### src/common/ebpc_pkg.sv
// Functional notes
// - external bus eight or sixteen bits wide
// - byte reads: even 1/0/1, odd 0/1/1
// - byte writes: even 1/0/0, odd 0/1/0
// - word reads: even 0/0/1, swapped 1/1/1
// - word writes: even 0/0/0, swapped 1/1/0
// - strobe and A0 high only for RAM
// - swapped access: addressed byte on low half
// - narrow-following bit mixes eight/sixteen peripherals
// - following space narrow when bit set
// - peripheral mode removes first sixteen registers
// - expanded modes remove port A/B registers
// - emulation bit removes port E data/direction in expanded modes
// - port E data absent peripheral or emulated
// - port A carries high address/data
// - port B carries low address/data; narrow accesses keep only the low address on it
// - unused ports are general-purpose I/O
// - direction bit: 0 input, 1 output
// - port E pins carry bus control
// - one bit enables pull-ups on inputs
// - port E bits 1:0 input only
package ebpc_pkg;
  localparam logic [15:0] OFS_PORT_A_DATA = 16'h0000;
  localparam logic [15:0] OFS_PORT_B_DATA = 16'h0001;
  localparam logic [15:0] OFS_PORT_A_DIR  = 16'h0002;
  localparam logic [15:0] OFS_PORT_B_DIR  = 16'h0003;
  localparam logic [15:0] OFS_PORT_E_DATA = 16'h0008;
  localparam logic [15:0] OFS_PORT_E_DIR  = 16'h0009;
  localparam logic [15:0] OFS_PORT_E_ASGN = 16'h000A;
  localparam logic [15:0] OFS_MODE_CTRL   = 16'h000B;
  localparam logic [15:0] OFS_PULL_CTRL   = 16'h000C;
  localparam logic [15:0] OFS_MISC_CTRL   = 16'h000D;
  localparam logic [15:0] OFS_BUS_STATUS  = 16'h000E;
  localparam logic [15:0] EXPANSION_REGS  = 16'h0010;
  localparam logic [15:0] FOLLOW_BASE     = 16'h0200;
  localparam logic [15:0] FOLLOW_SIZE     = 16'h0200;
  localparam logic [7:0]  RST_PORT        = 8'h00;
  localparam logic [7:0]  RST_ASGN        = 8'h00;
  localparam logic [7:0]  RST_MODE        = 8'h00;
  localparam logic [7:0]  RST_MISC        = 8'h00;
  localparam logic [7:0]  PORT_E_OUT_MASK = 8'hFC;
  // assignment register bit positions
  localparam int ASGN_DBE   = 7;
  localparam int ASGN_PIPE  = 5;
  localparam int ASGN_E_CLOCK_OUT  = 4;
  localparam int ASGN_STRB  = 3;
  localparam int ASGN_RDW   = 2;
  // mode, misc and pull register bit positions; E clock divider
  localparam int MODE_EME   = 0;
  localparam int MODE_M0    = 5;
  localparam int MISC_NARR  = 0;
  localparam int PULL_PUPE  = 0;
  localparam int E_CLOCK_OUT_DIV   = 2;

  typedef enum logic [2:0] {
    EBPC_SINGLE   = 3'b000,
    EBPC_EXP_NARR = 3'b001,
    EBPC_PERIPH   = 3'b010,
    EBPC_EXP_WIDE = 3'b011
  } ebpc_mode_type;

  typedef struct packed {
    logic        valid;
    logic        write;
    logic        wide;
    logic        ramHit;
    logic [15:0] addr;
    logic [15:0] wdata;
  } ebpc_req_type;

  typedef struct packed {
    logic strobeN;
    logic a0;
    logic readWrite;
  } ebpc_ctl_type;
endpackage : ebpc_pkg

### src/rtl/ebpc_encode.sv
`timescale 1ns/100ps
// access-type encoder for the strobe, A0 and read/write pins
module ebpc_encode (
  input  wire logic                  wide,     // 16-bit access
  input  wire logic                  write,    // write access
  input  wire logic                  odd,      // odd byte address
  input  wire logic                  ramHit,   // internal RAM target
  output      ebpc_pkg::ebpc_ctl_type ctl      // encoded pins
);
  always_comb begin
    ctl.readWrite = ~write;
    ctl.a0        = odd;
    if (!wide) begin
      ctl.strobeN = ~odd;
    end else if (odd && ramHit) begin
      ctl.strobeN = 1'b1;
    end else begin
      ctl.strobeN = 1'b0;
      ctl.a0      = 1'b0;
    end
  end
endmodule : ebpc_encode

### src/rtl/ebpc_port_control.sv
// The implementer's own choice: strobed register access.
`timescale 1ns/100ps
// external bus port control: port muxing, map removal, GPIO
module ebpc_port_control (
  input  wire logic                 ref_clk,      // 40 MHz clock
  input  wire logic                 reset,        // async reset
  input  wire logic [15:0]          regAddr,      // register address
  input  wire logic [7:0]           regWdata,     // write data
  input  wire logic                 regWr,        // write strobe
  input  wire logic                 regRd,        // read strobe
  output      logic [7:0]           regRdata,     // read data
  output      logic                 regExternal,  // access went outside
  input  wire ebpc_pkg::ebpc_req_type busReq,     // core bus request
  output      logic [15:0]          busRdata,     // external read data
  output      logic                 busDone,      // cycle finished
  input  wire logic [7:0]           port_a_pins_i,  // port A pin level
  output      logic [7:0]           port_a_pins_o,  // port A drive
  output      logic [7:0]           port_a_pins_oe, // port A enable
  input  wire logic [7:0]           port_b_pins_i,  // port B pin level
  output      logic [7:0]           port_b_pins_o,  // port B drive
  output      logic [7:0]           port_b_pins_oe, // port B enable
  input  wire logic [7:0]           port_e_pins_i,  // port E pin level
  output      logic [7:0]           port_e_pins_o,  // port E drive
  output      logic [7:0]           port_e_pins_oe, // port E enable
  output      logic [7:0]           port_e_pullup   // pull-up enables
);
  logic [7:0] portADataFf, portBDataFf, portADirFf, portBDirFf;
  logic [7:0] portEDataFf, portEDirFf, asgnFf, modeFf, pullFf, miscFf;
  logic [2:0] busModeFf;
  logic       expanded, narrow, periph, emulateE;
  logic       regHit, extHit;
  logic [1:0] phaseFf;
  logic       eClockFf;
  logic       cycActiveFf;
  ebpc_pkg::ebpc_req_type reqFf;
  ebpc_pkg::ebpc_ctl_type ctl;
  logic       followNarrow;
  logic [15:0] swapData;
  logic [15:0] rdCapture;

  assign busModeFf = modeFf[ebpc_pkg::MODE_M0 +: 3];
  assign expanded  = busModeFf == ebpc_pkg::EBPC_EXP_NARR
                  || busModeFf == ebpc_pkg::EBPC_EXP_WIDE;
  assign narrow    = busModeFf == ebpc_pkg::EBPC_EXP_NARR;
  assign periph    = busModeFf == ebpc_pkg::EBPC_PERIPH;
  assign emulateE  = modeFf[ebpc_pkg::MODE_EME];

  // on-chip presence of a register offset for the current mode
  function automatic logic onChip(input logic [15:0] a);
    logic r;
    r = 1'b1;
    if (periph && a < ebpc_pkg::EXPANSION_REGS)
      r = 1'b0;
    if (expanded && (a == ebpc_pkg::OFS_PORT_A_DATA
        || a == ebpc_pkg::OFS_PORT_B_DATA
        || a == ebpc_pkg::OFS_PORT_A_DIR
        || a == ebpc_pkg::OFS_PORT_B_DIR))
      r = 1'b0;
    if (((expanded && emulateE) || periph)
        && (a == ebpc_pkg::OFS_PORT_E_DATA
        || a == ebpc_pkg::OFS_PORT_E_DIR))
      r = 1'b0;
    return r;
  endfunction : onChip

  assign regHit = onChip(regAddr);
  assign extHit = (regWr || regRd) && !regHit;

  // software-visible registers; mode control steers the pin muxing
  always_ff @(posedge ref_clk or posedge reset) begin
    if (reset) begin
      portADataFf <= ebpc_pkg::RST_PORT;
      portBDataFf <= ebpc_pkg::RST_PORT;
      portADirFf  <= ebpc_pkg::RST_PORT;
      portBDirFf  <= ebpc_pkg::RST_PORT;
      portEDataFf <= ebpc_pkg::RST_PORT;
      portEDirFf  <= ebpc_pkg::RST_PORT;
      asgnFf      <= ebpc_pkg::RST_ASGN;
      modeFf      <= ebpc_pkg::RST_MODE;
      pullFf      <= ebpc_pkg::RST_PORT;
      miscFf      <= ebpc_pkg::RST_MISC;
    end else if (regWr && regHit) begin
      case (regAddr)
        ebpc_pkg::OFS_PORT_A_DATA: portADataFf <= regWdata;
        ebpc_pkg::OFS_PORT_B_DATA: portBDataFf <= regWdata;
        ebpc_pkg::OFS_PORT_A_DIR:  portADirFf  <= regWdata;
        ebpc_pkg::OFS_PORT_B_DIR:  portBDirFf  <= regWdata;
        ebpc_pkg::OFS_PORT_E_DATA: portEDataFf <= regWdata;
        ebpc_pkg::OFS_PORT_E_DIR:
          portEDirFf <= regWdata & ebpc_pkg::PORT_E_OUT_MASK;
        ebpc_pkg::OFS_PORT_E_ASGN: asgnFf      <= regWdata;
        ebpc_pkg::OFS_MODE_CTRL:   modeFf      <= regWdata;
        ebpc_pkg::OFS_PULL_CTRL:   pullFf      <= regWdata;
        ebpc_pkg::OFS_MISC_CTRL:   miscFf      <= regWdata;
        default: ;
      endcase
    end
  end

  // read data one cycle after the strobe; unmapped reads as zero
  always_ff @(posedge ref_clk or posedge reset) begin
    if (reset) begin
      regRdata    <= 8'h00;
      regExternal <= 1'b0;
    end else begin
      regExternal <= extHit;
      regRdata    <= 8'h00;
      if (regRd && regHit) begin
        case (regAddr)
          ebpc_pkg::OFS_PORT_A_DATA: regRdata <=
            (portADirFf & portADataFf) | (~portADirFf & port_a_pins_i);
          ebpc_pkg::OFS_PORT_B_DATA: regRdata <=
            (portBDirFf & portBDataFf) | (~portBDirFf & port_b_pins_i);
          ebpc_pkg::OFS_PORT_A_DIR:  regRdata <= portADirFf;
          ebpc_pkg::OFS_PORT_B_DIR:  regRdata <= portBDirFf;
          ebpc_pkg::OFS_PORT_E_DATA: regRdata <=
            (portEDirFf & portEDataFf) | (~portEDirFf & port_e_pins_i);
          ebpc_pkg::OFS_PORT_E_DIR:  regRdata <= portEDirFf;
          ebpc_pkg::OFS_PORT_E_ASGN: regRdata <= asgnFf;
          ebpc_pkg::OFS_MODE_CTRL:   regRdata <= modeFf;
          ebpc_pkg::OFS_PULL_CTRL:   regRdata <= pullFf;
          ebpc_pkg::OFS_MISC_CTRL:   regRdata <= miscFf;
          ebpc_pkg::OFS_BUS_STATUS:  regRdata <=
            {5'h00, cycActiveFf, narrow, expanded};
          default: regRdata <= 8'h00;
        endcase
      end
    end
  end

  // bus cycle: address phase then data phase, E clock high in data
  always_ff @(posedge ref_clk or posedge reset) begin
    if (reset) begin
      cycActiveFf <= 1'b0;
      phaseFf     <= 2'h0;
      eClockFf    <= 1'b0;
      reqFf       <= '0;
    end else if (!cycActiveFf) begin
      eClockFf <= 1'b0;
      if (busReq.valid && expanded) begin
        cycActiveFf <= 1'b1;
        reqFf       <= busReq;
        phaseFf     <= 2'h0;
      end
    end else begin
      phaseFf  <= phaseFf + 2'h1;
      // E drops on the closing edge so no data drive leaks into idle
      eClockFf <= phaseFf >= 2'(ebpc_pkg::E_CLOCK_OUT_DIV - 1)
               && phaseFf != 2'(2 * ebpc_pkg::E_CLOCK_OUT_DIV - 1);
      if (phaseFf == 2'(2 * ebpc_pkg::E_CLOCK_OUT_DIV - 1))
        cycActiveFf <= 1'b0;
    end
  end

  assign busDone = cycActiveFf
                && phaseFf == 2'(2 * ebpc_pkg::E_CLOCK_OUT_DIV - 1);

  assign followNarrow = !narrow && miscFf[ebpc_pkg::MISC_NARR]
    && reqFf.addr >= ebpc_pkg::FOLLOW_BASE
    && reqFf.addr < ebpc_pkg::FOLLOW_BASE + ebpc_pkg::FOLLOW_SIZE;

  ebpc_encode u_encode (
    .wide   (reqFf.wide),
    .write  (reqFf.write),
    .odd    (reqFf.addr[0]),
    .ramHit (reqFf.ramHit),
    .ctl    (ctl)
  );

  assign swapData = (ctl.strobeN && ctl.a0 && reqFf.wide)
    ? {reqFf.wdata[7:0], reqFf.wdata[15:8]} : reqFf.wdata;

  assign rdCapture = {port_a_pins_i, port_b_pins_i};

  // capture read data at the end of the data phase
  always_ff @(posedge ref_clk or posedge reset) begin
    if (reset)
      busRdata <= 16'h0000;
    else if (busDone && !reqFf.write)
      busRdata <= (narrow || followNarrow)
        ? {8'h00, port_a_pins_i} : rdCapture;
  end

  // port A/B pins: address in phase 0/1, data in E-high phase; narrow accesses keep the low address on port B then
  always_comb begin
    port_a_pins_o  = portADataFf;
    port_b_pins_o  = portBDataFf;
    port_a_pins_oe = portADirFf;
    port_b_pins_oe = portBDirFf;
    if (expanded) begin
      port_a_pins_o  = reqFf.addr[15:8];
      port_b_pins_o  = reqFf.addr[7:0];
      port_a_pins_oe = {8{cycActiveFf}};
      port_b_pins_oe = {8{cycActiveFf}};
      if (eClockFf) begin
        port_a_pins_oe = {8{reqFf.write}};
        if (narrow || followNarrow) begin
          port_a_pins_o  = reqFf.addr[0] ? swapData[15:8]
                                         : swapData[7:0];
          port_b_pins_oe = {8{cycActiveFf}};
        end else begin
          port_a_pins_o  = swapData[15:8];
          port_b_pins_o  = swapData[7:0];
          port_b_pins_oe = {8{reqFf.write}};
        end
      end
    end
  end

  always_comb begin
    port_e_pins_o  = portEDataFf;
    port_e_pins_oe = portEDirFf & ebpc_pkg::PORT_E_OUT_MASK;
    if (expanded) begin
      if (!asgnFf[ebpc_pkg::ASGN_DBE]) begin
        port_e_pins_o[7]  = ~eClockFf;
        port_e_pins_oe[7] = 1'b1;
      end
      if (asgnFf[ebpc_pkg::ASGN_PIPE]) begin
        port_e_pins_o[6:5]  = 2'h0;
        port_e_pins_oe[6:5] = 2'h3;
      end
      if (!asgnFf[ebpc_pkg::ASGN_E_CLOCK_OUT]) begin
        port_e_pins_o[4]  = eClockFf;
        port_e_pins_oe[4] = 1'b1;
      end
      if (asgnFf[ebpc_pkg::ASGN_STRB] && !narrow) begin
        port_e_pins_o[3]  = cycActiveFf ? ctl.strobeN : 1'b1;
        port_e_pins_oe[3] = 1'b1;
      end
      if (asgnFf[ebpc_pkg::ASGN_RDW]) begin
        port_e_pins_o[2]  = cycActiveFf ? ctl.readWrite : 1'b1;
        port_e_pins_oe[2] = 1'b1;
      end
    end
    port_e_pins_oe[1:0] = 2'h0;
  end

  always_comb begin
    port_e_pullup = {8{pullFf[ebpc_pkg::PULL_PUPE]}}
                  & ~port_e_pins_oe & 8'h8F;
  end
endmodule : ebpc_port_control

### config.mk
export PLATFORM = sky130hd
export DESIGN_NAME = ebpc_port_control
export DESIGN_NICKNAME = d
export VERILOG_FILES = /design/src/common/ebpc_pkg.sv /design/src/rtl/ebpc_encode.sv /design/src/rtl/ebpc_port_control.sv
export SDC_FILE = /design/constraint.sdc
export NUM_CORES = 1
export LEC_CHECK = 0
export BUFFER_PORTS_ARGS = -buffer_cell sky130_fd_sc_hd__buf_4
export CAP_MARGIN = 20
export CORE_MARGIN = 2
export CORE_UTILIZATION = 50
export CTS_BUF_LIST = sky130_fd_sc_hd__clkbuf_8 sky130_fd_sc_hd__clkbuf_16
export CTS_CLUSTER_DIAMETER = 80
export DETAILED_ROUTE_END_ITERATION = 6
export PLACE_DENSITY = 0.78
export SYNTH_ARGS = -nofsm -noshare
export SYNTH_HDL_FRONTEND = slang
export SYNTH_HIERARCHICAL = 1
export SYNTH_SLANG_ARGS = --single-unit
### constraint.sdc
create_clock -name ref_clk -period 3.8 [get_ports ref_clk]
set_clock_uncertainty 0.1 [all_clocks]
set_input_delay 0.19 -clock ref_clk [delete_from_list [all_inputs] [get_ports ref_clk]]
set_output_delay 0.19 -clock ref_clk [all_outputs]
set_load 0.02 [all_outputs]
==> impl_metrics.ini, run 1 <==
[sta]
slew_headroom = 0.264
setup_tns_ns = 0
fin_crit_sh = 0.937
hold_ws_ns = 0.0134
rsz0062_at_grt = no
setup_viol = 0
drv_slew = 0
fmax_mhz = 281
post-route-min-period_ns = 3.56
tightest_slew_ns = 1.10
hold_viol_final = 0

[yosys]
synth_top_family_by_area = multiplexers
synth.area.top_cells = dfrtp_1 47%, mux2_2 18%, mux2i_1 4.1%
synthCells = 670
synth_area_leader_cell = dfrtp_1
async_reset_ff_frac = 1.00
ys_seq_area_frac = 0.468
yosysWarnings = 6
netlist.area_leader.share = 0.468
synth-simple-area-share = 0.137
synth-edff-count = 0
syn_area_um2 = 7590
synthXorXnorAreaFrac = 0
muxShareOfSynthArea = 0.238
synth_seq_cells = 142
synth_compound_area_frac = 0.119
synth_cell_types = 63
ys.flop_type = dfrtp_1
synth_fa_ha_area_frac = 0.00165
avgSynthCellArea_um2 = 11.3

[critical_path]
cpMaxStageDelayCell = a21oi_1
endpoint_kind = output port
critical_path_class = flop to output port
slowest_delay_ns = 0.88
worstPathMaxFanout = 17
path_delay_family = compound AO/OA/AOI/OAI gates
crit_required_ns = 3.51
cp_common_cell = buf_4
path_buf_inv = 2
cp-start-kind = flop
crit_chain = or4b_2 -> o221ai_2 -> buf_4 -> nand2_1 -> a21oi_1 -> a21o_1 -> buf_4
cp_data_arrival_time_ns = 3.27

[floorplanning]
initial_core_util = 0.505
die_area_um2 = 16200
fp.dieH_um = 127
io_pins = 170
rows = 45
die_w_um = 127
core_area_um2 = 15000

[clocking]
numCtsBuffers = 17
clock-sinks = 142
htreeDepth = 4
clock-root-buffer = clkbuf_16
cts_tree = done
max-clock-path-buffers = 2
cts.clk_slew.worst_paths_ns = 0.06
post-cts-setup-buffers = 0
clk_latency_ns = 0.43

[finish]
n_antenna_cell = 0
area_delta_synth_final_pct = 31.9
final_cell_mix = 171 x buf_4, 142 x dfrtp_1, 122 x mux2_2
layout_commonest_cell = buf_4
num-nets-final = 958
multi_input_area_um2 = 3790
num-fill-cells = 1155
drive_gt1_frac = 0.396
regArea_um2 = 3550

[routing]
drc = 0
wirelength_mm = 25.3
dr.pass1.iters = 5
vias = 6525
drtIter0Drc = 488
ant_nets = 0
via_per_inst = 6.10
post_drt_wl_per_cell_um = 23.6

[run_status]
status = finished, final reports clean

[pwr]
irDropWorstVdd_v = 0.000414
p_leak_nw = 4.98
power-per-cell-area_nw_per_um2 = 340

[global_routing]
grt_start_max_net_pins = 108
grt_pass1_vias = 6579
antenna_found_initial = 0
grt_pass1_wl_mm = 39.1
track_usage = 0.324
grt_overflow = 0

[placement]
dpl.hpwl_mm = 18.0
gp_congestion = 0.931
io_buffer_count = 164

[worst_hold_path]
min_path_type = input pin to flop

[flow_run]
max_cap_violations = 0
[layout make-up]
class / count / area share
well taps: 188 / 0.0235
clock inverters: 10 / 0.00975
inverters: 8 / 0.00337
clock buffers: 21 / 0.0480
multi-input cells: 476 / 0.378
flip-flops and latches: 142 / 0.355
repair buffers: 224 / 0.182
[report_power, final]
part / internal [mW] / switching [mW] / total [mW]
clock: 1.02 / 0.622 / 1.64
sequential: 1.51 / 0.00196 / 1.52
combinational: 0.117 / 0.129 / 0.246
total: 2.65 / 0.753 / 3.40
[cells by family (layout without fill, tap and decap cells)]
group,after synthesis,count (layout)
AND/OR/NAND/NOR,174,174
multiplexers,164,164
flip-flops,142,142
AO/OA/AOI/OAI,132,132
buffers and inverters,56,263
adder cells (fa/ha/maj),1,1
other,1,5
[path summary, 6_finish.rpt]
kind / startpoint / end / slack, ns / cells past startpoint
min in group asynchronous: reset / reqFf[34] / 0.36 / 3
setup reg to reg: modeFf[6] / asgnFf[1] / 1.20 / 4
max in group asynchronous: reset / asgnFf[3] / 2.23 / 4
hold reg to reg: busRdata[14] / busRdata[14] / 0.37 / 2
hold / removal: port_b_pins_i[6] / busRdata[6] / 0.01 / 3
setup / recovery: reqFf[28] / port_b_pins_oe[3] / 0.24 / 7
[routing by layer]
layer | vias up | track usage | wire length, um
li1 | 2859 | - | -
met1 | 3300 | 0.447 | 10800
met2 | 323 | 0.511 | 12000
met3 | 43 | 0.0670 | 1850
met4 | 0 | 0.120 | 663
met5 | - | 0 | 0
[sequential cells by signal, summed over array words and instances (netlist names)]
name and flops:
asgnFf 8, busRdata 16, cycActiveFf 1, eClockFf 1, miscFf 8, modeFf 8
phaseFf 2, portADataFf 8, portADirFf 8, portBDataFf 8, portBDirFf 8, portEDataFf 8
portEDirFf 6, pullFf 8, regExternal 1, regRdata 8, reqFf 35
[cells in the mapped netlist (3+ instances only)]
| cell type | instances |
|---|---|
| a32o_1 | 3 |
| and3_1 | 3 |
| buf_1 | 10 |
| a41oi_1 | 3 |
| and2_1 | 3 |
| or2_2 | 4 |
| nor2_1 | 32 |
| nor3b_1 | 9 |
| nand3_4 | 6 |
| buf_4 | 11 |
| a222oi_1 | 5 |
| a21o_1 | 23 |
| nand3_1 | 16 |
| clkbuf_1 | 22 |
| nand2b_1 | 9 |
| nor3_1 | 6 |
| mux2_2 | 122 |
| a21boi_0 | 3 |
| a22o_1 | 5 |
| inv_1 | 8 |
| a21oi_1 | 30 |
| mux2i_1 | 31 |
| dfrtp_1 | 142 |
| nor4_1 | 5 |
| mux2_1 | 11 |
| buf_2 | 3 |
| or4b_2 | 3 |
| o21ai_0 | 28 |
| nand2_1 | 52 |
| a31oi_1 | 6 |
| nand4_4 | 3 |
| or4_1 | 3 |
| nand3b_1 | 3 |
| a22oi_1 | 7 |
| nor2b_1 | 7 |
[tightest hold or removal path: stages]
cell and delay [ns]:
buf_4 0.11, mux2i_1 0.06, o21ai_0 0.14
[what timing repair did]
item,CTS,global route
endpoints found under the hold margin,88,0
gates resized for setup,0,0
endpoints found under the setup margin,0,0
hold buffers,52,0
[stage by stage]
step | util | setup slack, ns | cells | total power, mW | cell area, um2
final | 0.666 | 0.239 | 1069 | 3.40 | 10000
after global routing | 0.666 | 0.160 | 1069 | 3.50 | 10000
after CTS | 0.666 | 0.216 | 1069 | 3.42 | 10000
after detailed placement | 0.593 | 0.682 | 986 | 1.74 | 8910
after global placement | 0.593 | 0.750 | 986 | 1.74 | 8910
after floorplan | - | 1.13 | 674 | 1.63 | 7610
(Power assumes the default switching activity.)
==> run 2: changes to the inputs <==
- ABC_AREA: unset -> 1
- PLACE_DENSITY: 0.78 -> 0.77
- REMOVE_ABC_BUFFERS: unset -> 1
==> run 2 against run 1 <==
  * Combinational power grew 11%
  * Setup slack gained 0.49 ns
  * Synthesized cell count grew 63%
  * Critical path type unchanged
  * Power grew 5.7%
  * Core utilization grew 0.74 points
  * Highest routed layer unchanged
==> impl_metrics.ini, run 2 <==
[clocking]
cts.clk_slew.worst_paths_ns = 0.06
clock-sinks = 142
clock-root-buffer = clkbuf_16
cts_tree = done
clk_latency_ns = 0.43
numCtsBuffers = 17
ctsResizeCount = 0
max-clock-path-buffers = 2
htreeDepth = 4
hold_buffers = 51
post-cts-setup-buffers = 0

[routing]
drtIter0Drc = 956
dr.pass1.iters = 6
drc = 0
vias = 8407
via_per_inst = 5.60
ant_nets = 0
post_drt_wl_per_cell_um = 17.7
wirelength_mm = 26.6

[yosys]
ys.flop_type = dfrtp_1
synth.most_common_cell = nand2_1
synth-edff-count = 0
syn_area_um2 = 7900
async_reset_ff_frac = 1.00
synth_cell_types = 35
synth_area_leader_cell = dfrtp_1
synth_seq_cells = 142
avgSynthCellArea_um2 = 7.25
ys_seq_area_frac = 0.450
yosysWarnings = 6
netlist.area_leader.share = 0.450
synthCells = 1090
synth.area.top_cells = dfrtp_1 45%, nand2_1 18%, nand3_1 7.9%
synth_commonest_cells = 370 x nand2_1, 142 x dfrtp_1, 124 x nand3_1

[critical_path]
endpoint_kind = output port
slowest_delay_ns = 0.55
worstPathMaxFanout = 10
cp-start-kind = flop
cp_common_cell = nand2_1
critical_path_class = flop to output port
cp_data_arrival_time_ns = 2.78
crit_required_ns = 3.51
crit_chain = inv_2 -> nand2_1 -> nor3_1 -> nand2_1 -> o21bai_1 -> nand2_1 -> nand2_1 -> nand3_1 -> nand2_1 -> o21ai_0 -> buf_4
cpMaxStageDelayCell = o21bai_1

[sta]
rsz0062_at_grt = no
tightest_slew_ns = 0.932
post-route-min-period_ns = 3.07
drv_slew = 0
fmax_mhz = 325
hold_viol_final = 0
fin_crit_sh = 0.809
setup_ws_ns = 0.726
slew_headroom = 0.378
setup_viol = 0

[finish]
final_cells = 1501
area_delta_synth_final_pct = 30.6
largest-register = reqFf
final_cell_mix = 370 x nand2_1, 173 x buf_4, 142 x dfrtp_1
largest_reg_flops = 35
drive_gt1_frac = 0.205
largestRegisters = reqFf x35, busRdata x16
n_antenna_cell = 0
num-nets-final = 1366
layout_commonest_cell = nand2_1
num-fill-cells = 1272

[pwr]
irDropWorstVdd_v = 0.000320
power-per-cell-area_nw_per_um2 = 349
p_leak_nw = 5.54

[floorplanning]
rows = 45
die_area_um2 = 16800
die_w_um = 130
io_pins = 170
core_area_um2 = 15300
fp.dieH_um = 130
initial_core_util = 0.516

[placement]
pre_cts_ws_ns = 1.21
place_inst = 1418
gp_congestion = 0.988
dpl.hpwl_mm = 18.0
io_buffer_count = 164

[global_routing]
grt_overflow = 0
grt_pass1_vias = 7864
grt_pass1_wl_mm = 40.9
track_usage = 0.319
antenna_found_initial = 0
grt_start_max_net_pins = 94

[flow_run]
max_cap_violations = 0

[worst_hold_path]
min_path_type = input pin to flop

[run_status]
status = finished, final reports clean
## run 2: final timing paths
path | slack (ns) | endpoint | depth (start not counted) | from
worst max-delay path | 0.73 | port_a_pins_o[2] | 11 | reqFf[26]
worst min-delay path | 0.01 | portEDataFf[1] | 3 | regWdata[1]
worst max register to register | 1.04 | asgnFf[2] | 11 | modeFf[7]
worst min register to register | 0.38 | modeFf[1] | 2 | modeFf[1]
max in group asynchronous | 2.44 | eClockFf | 4 | reset
min in group asynchronous | 0.39 | reqFf[18] | 3 | reset
## run 2: power by group
group | internal, mW | switching [mW] | leakage [nW]
combinational | 0.123 | 0.149 | 3.39
sequential | 1.52 | 0.00631 | 1.86
clock | 1.11 | 0.683 | 0.287
total | 2.76 | 0.839 | 5.54
## run 2: per-layer routing
layer / vias up / share of wire / wire, um / track usage
met5: - / 0 / 0 / 0
met3: 92 / 0.11 / 2860 / 0.0787
met2: 535 / 0.46 / 12100 / 0.496
li1: 3859 / - / - / -
met4: 0 / 0.036 / 970 / 0.125
met1: 3921 / 0.40 / 10600 / 0.434
## run 2: kinds of logic (layout without fill, tap and decap cells)
kind of cell    count (synthesis)  count (layout)  synth area share
mux                            22              22            0.0310
compound gates                136             136            0.0919
fa+ha+maj                       1               1           0.00158
flops                         142             142             0.450
other cells                     1               5          0.000475
buf+inv                       149             345            0.0843
simple gates                  639             639             0.341
## run 2: cell type report
| cell class | count | area (um2) | share of cell area |
|---|---|---|---|
| timing repair buffer | 225 | 1830 | 0.177 |
| multi-input combinational | 803 | 3700 | 0.359 |
| clock buffer | 18 | 439 | 0.0426 |
| clock inverter | 14 | 191 | 0.0186 |
| tap | 211 | 264 | 0.0256 |
| inverter | 88 | 335 | 0.0325 |
| sequential | 142 | 3550 | 0.345 |
## run 2: per-stage QoR
| stage | util | power [mW] | setup TNS, ns | instance area, um2 | hold slack (ns) |
|---|---|---|---|---|---|
| finish | 0.673 | 3.60 | 0 | 10300 | 0.0103 |
| global route | 0.673 | 3.68 | 0 | 10300 | 0.00876 |
| CTS | 0.673 | 3.59 | 0 | 10300 | 0.000118 |
| detailed placement | 0.599 | 1.78 | 0 | 9170 | 0.328 |
| global placement | 0.599 | 1.78 | 0 | 9170 | 0.324 |
| floorplan | - | 1.64 | -42.54 | 7580 | 0.228 |
## run 2: critical path, delay by kind of cell, from the launching register on
kind | cells | cell delay [ns]
buf+inv | 2 | 0.24
flops | 1 | 0.37
simple gates | 7 | 1.09
compound gates | 2 | 0.65
==> run 3: changes to the inputs <==
- clock period: 3.8 -> 2.8 ns (I/O delays scaled with it)
==> run 3 against run 2 <==
  * Sequential cell count unchanged
  * Clock power up 28%
  * Power increased by 32%
  * Register-to-register slack got worse by 0.69 ns
  * Core utilization rose by 1.3 points
  * Hold slack gained 0.13 ns
  * Sequential share of layout area shrank 0.68 points
  * Final area grew 2.0%
  * Critical path depth decreased by 3
  * Largest power group unchanged
==> impl_metrics.ini, run 3 (synthesis gave the netlist of run 2 again) <==
[run_status]
status = finished, final reports clean

[flow_run]
max_cap_violations = 0

[routing]
drtIter0Drc = 914
vias = 8482
via_per_inst = 5.56
wirelength_mm = 27.0
dr.pass1.iters = 5
post_drt_wl_per_cell_um = 17.7
ant_nets = 0
drc = 0

[global_routing]
grt_start_max_net_pins = 74
antenna_found_initial = 0
grt_overflow = 0
grt_pass1_vias = 7941
grt_pass1_wl_mm = 41.7
track_usage = 0.327

[clocking]
cts_tree = done
cts.clk_slew.worst_paths_ns = 0.06
htreeDepth = 4
clock-sinks = 142
numCtsBuffers = 17
max-clock-path-buffers = 2
clock-root-buffer = clkbuf_16
clk_latency_ns = 0.43

[critical_path]
cp-start-kind = flop
endpoint_kind = output port
crit_required_ns = 2.56
worstPathMaxFanout = 9
cp_data_arrival_time_ns = 2.42
critical_path_class = flop to output port

[placement]
dpl_cell_area_um2 = 9280
gp_congestion = 0.931
place_inst = 1431
pre_cts_ws_ns = 0.588
dpl.hpwl_mm = 18.9
io_buffer_count = 164

[finish]
num-fill-cells = 1272
multi_input_area_um2 = 3720
final_util = 0.687
drive_gt1_frac = 0.213
largest-register = reqFf
layout_commonest_cell = nand2_1
regArea_um2 = 3550
num-nets-final = 1391
final_cell_mix = 368 x nand2_1, 185 x buf_4, 142 x dfrtp_1
largestRegisters = reqFf x35, busRdata x16
n_antenna_cell = 0
fin_area_um2 = 10500
largest_reg_flops = 35
area_delta_synth_final_pct = 33.2
final_cells = 1526

[sta]
setup_viol = 0
rsz0062_at_grt = no
drv_slew = 0
hold_ws_ns = 0.144
fmax_mhz = 376
fin_crit_sh = 0.949
tightest_slew_ns = 0.705
setup_tns_ns = 0
slew_headroom = 0.530
setup_ws_ns = 0.143
post-route-min-period_ns = 2.66
hold_viol_final = 0

[pwr]
irDropWorstVdd_v = 0.000436
p_leak_nw = 5.69
power_frac_seq = 0.436
swShare = 0.231
combPwrFrac = 0.081
switching_power_mw = 1.10
total_power_mw = 4.76
intPower_mw = 3.66
p_clk_frac = 0.483
power-per-cell-area_nw_per_um2 = 452

[floorplanning]
die_area_um2 = 16800
io_pins = 170
core_area_um2 = 15300
initial_core_util = 0.516
fp.dieH_um = 130
rows = 45
die_w_um = 130

[worst_hold_path]
min_path_type = input pin to flop
## run 3: changes by cell type in the layout (fill, tap and decap cells not counted), sizes merged
cell	before	now
dlygate4sd3	51	63
buf	174	187
clkinv	4	10
inv	87	89
clkinvlp	7	0
bufinv	4	3
## run 3: path summary, 6_finish.rpt
kind                             startpoint               end  slack [ns]  cells after the start
hold / removal             port_e_pins_i[5]       regRdata[5]        0.14                      9
min in group asynchronous             reset         reqFf[19]        0.26                      3
setup reg to reg                 phaseFf[0]       busRdata[2]        0.35                      7
hold reg to reg              portADataFf[7]    portADataFf[7]        0.38                      2
max in group asynchronous             reset     portEDirFf[5]        1.61                      4
setup / recovery                  modeFf[5]  port_b_pins_o[6]        0.14                      8
## run 3: worst max-delay path, stage by stage (launching register included)
cell	delay, ns
dfrtp_1	0.40
inv_1	0.12
nor3_2	0.08
a31oi_2	0.40
nand2_2	0.22
inv_1	0.24
a21oi_1	0.11
a21oi_1	0.23
buf_4	0.19
## run 3: cell type report
type,instances,share of cell area
multi-input combinational,803,0.353
sequential,142,0.338
timing repair buffer,250,0.196
clock buffer,18,0.0417
tap,211,0.0251
inverter,88,0.0319
clock inverter,14,0.0143
## run 3: per-layer routing
metal,vias up,share of wire,track usage
met4,0,0.040,0.141
li1,3921,-,-
met5,-,0,0
met2,460,0.46,0.513
met3,84,0.086,0.0566
met1,4017,0.41,0.450
## run 3: what timing repair did
| item | in CTS | in global routing |
|---|---|---|
| gates resized for setup | 0 | 5 |
| hold endpoints to repair | 202 | 0 |
| endpoints found under the setup margin | 0 | 25 |
| hold buffers | 63 | 0 |
| setup buffers | 0 | 0 |
## run 3: power groups by stage
| stage | sequential (mW) | combinational [mW] | clock [mW] |
|---|---|---|---|
| final | 2.08 | 0.385 | 2.30 |
| after global placement | 2.11 | 0.308 | 0 |
| after CTS | 2.08 | 0.380 | 2.30 |
| after global routing | 2.08 | 0.414 | 2.38 |
| after floorplan | 2.13 | 0.0929 | 0 |
| after detailed placement | 2.11 | 0.309 | 0 |
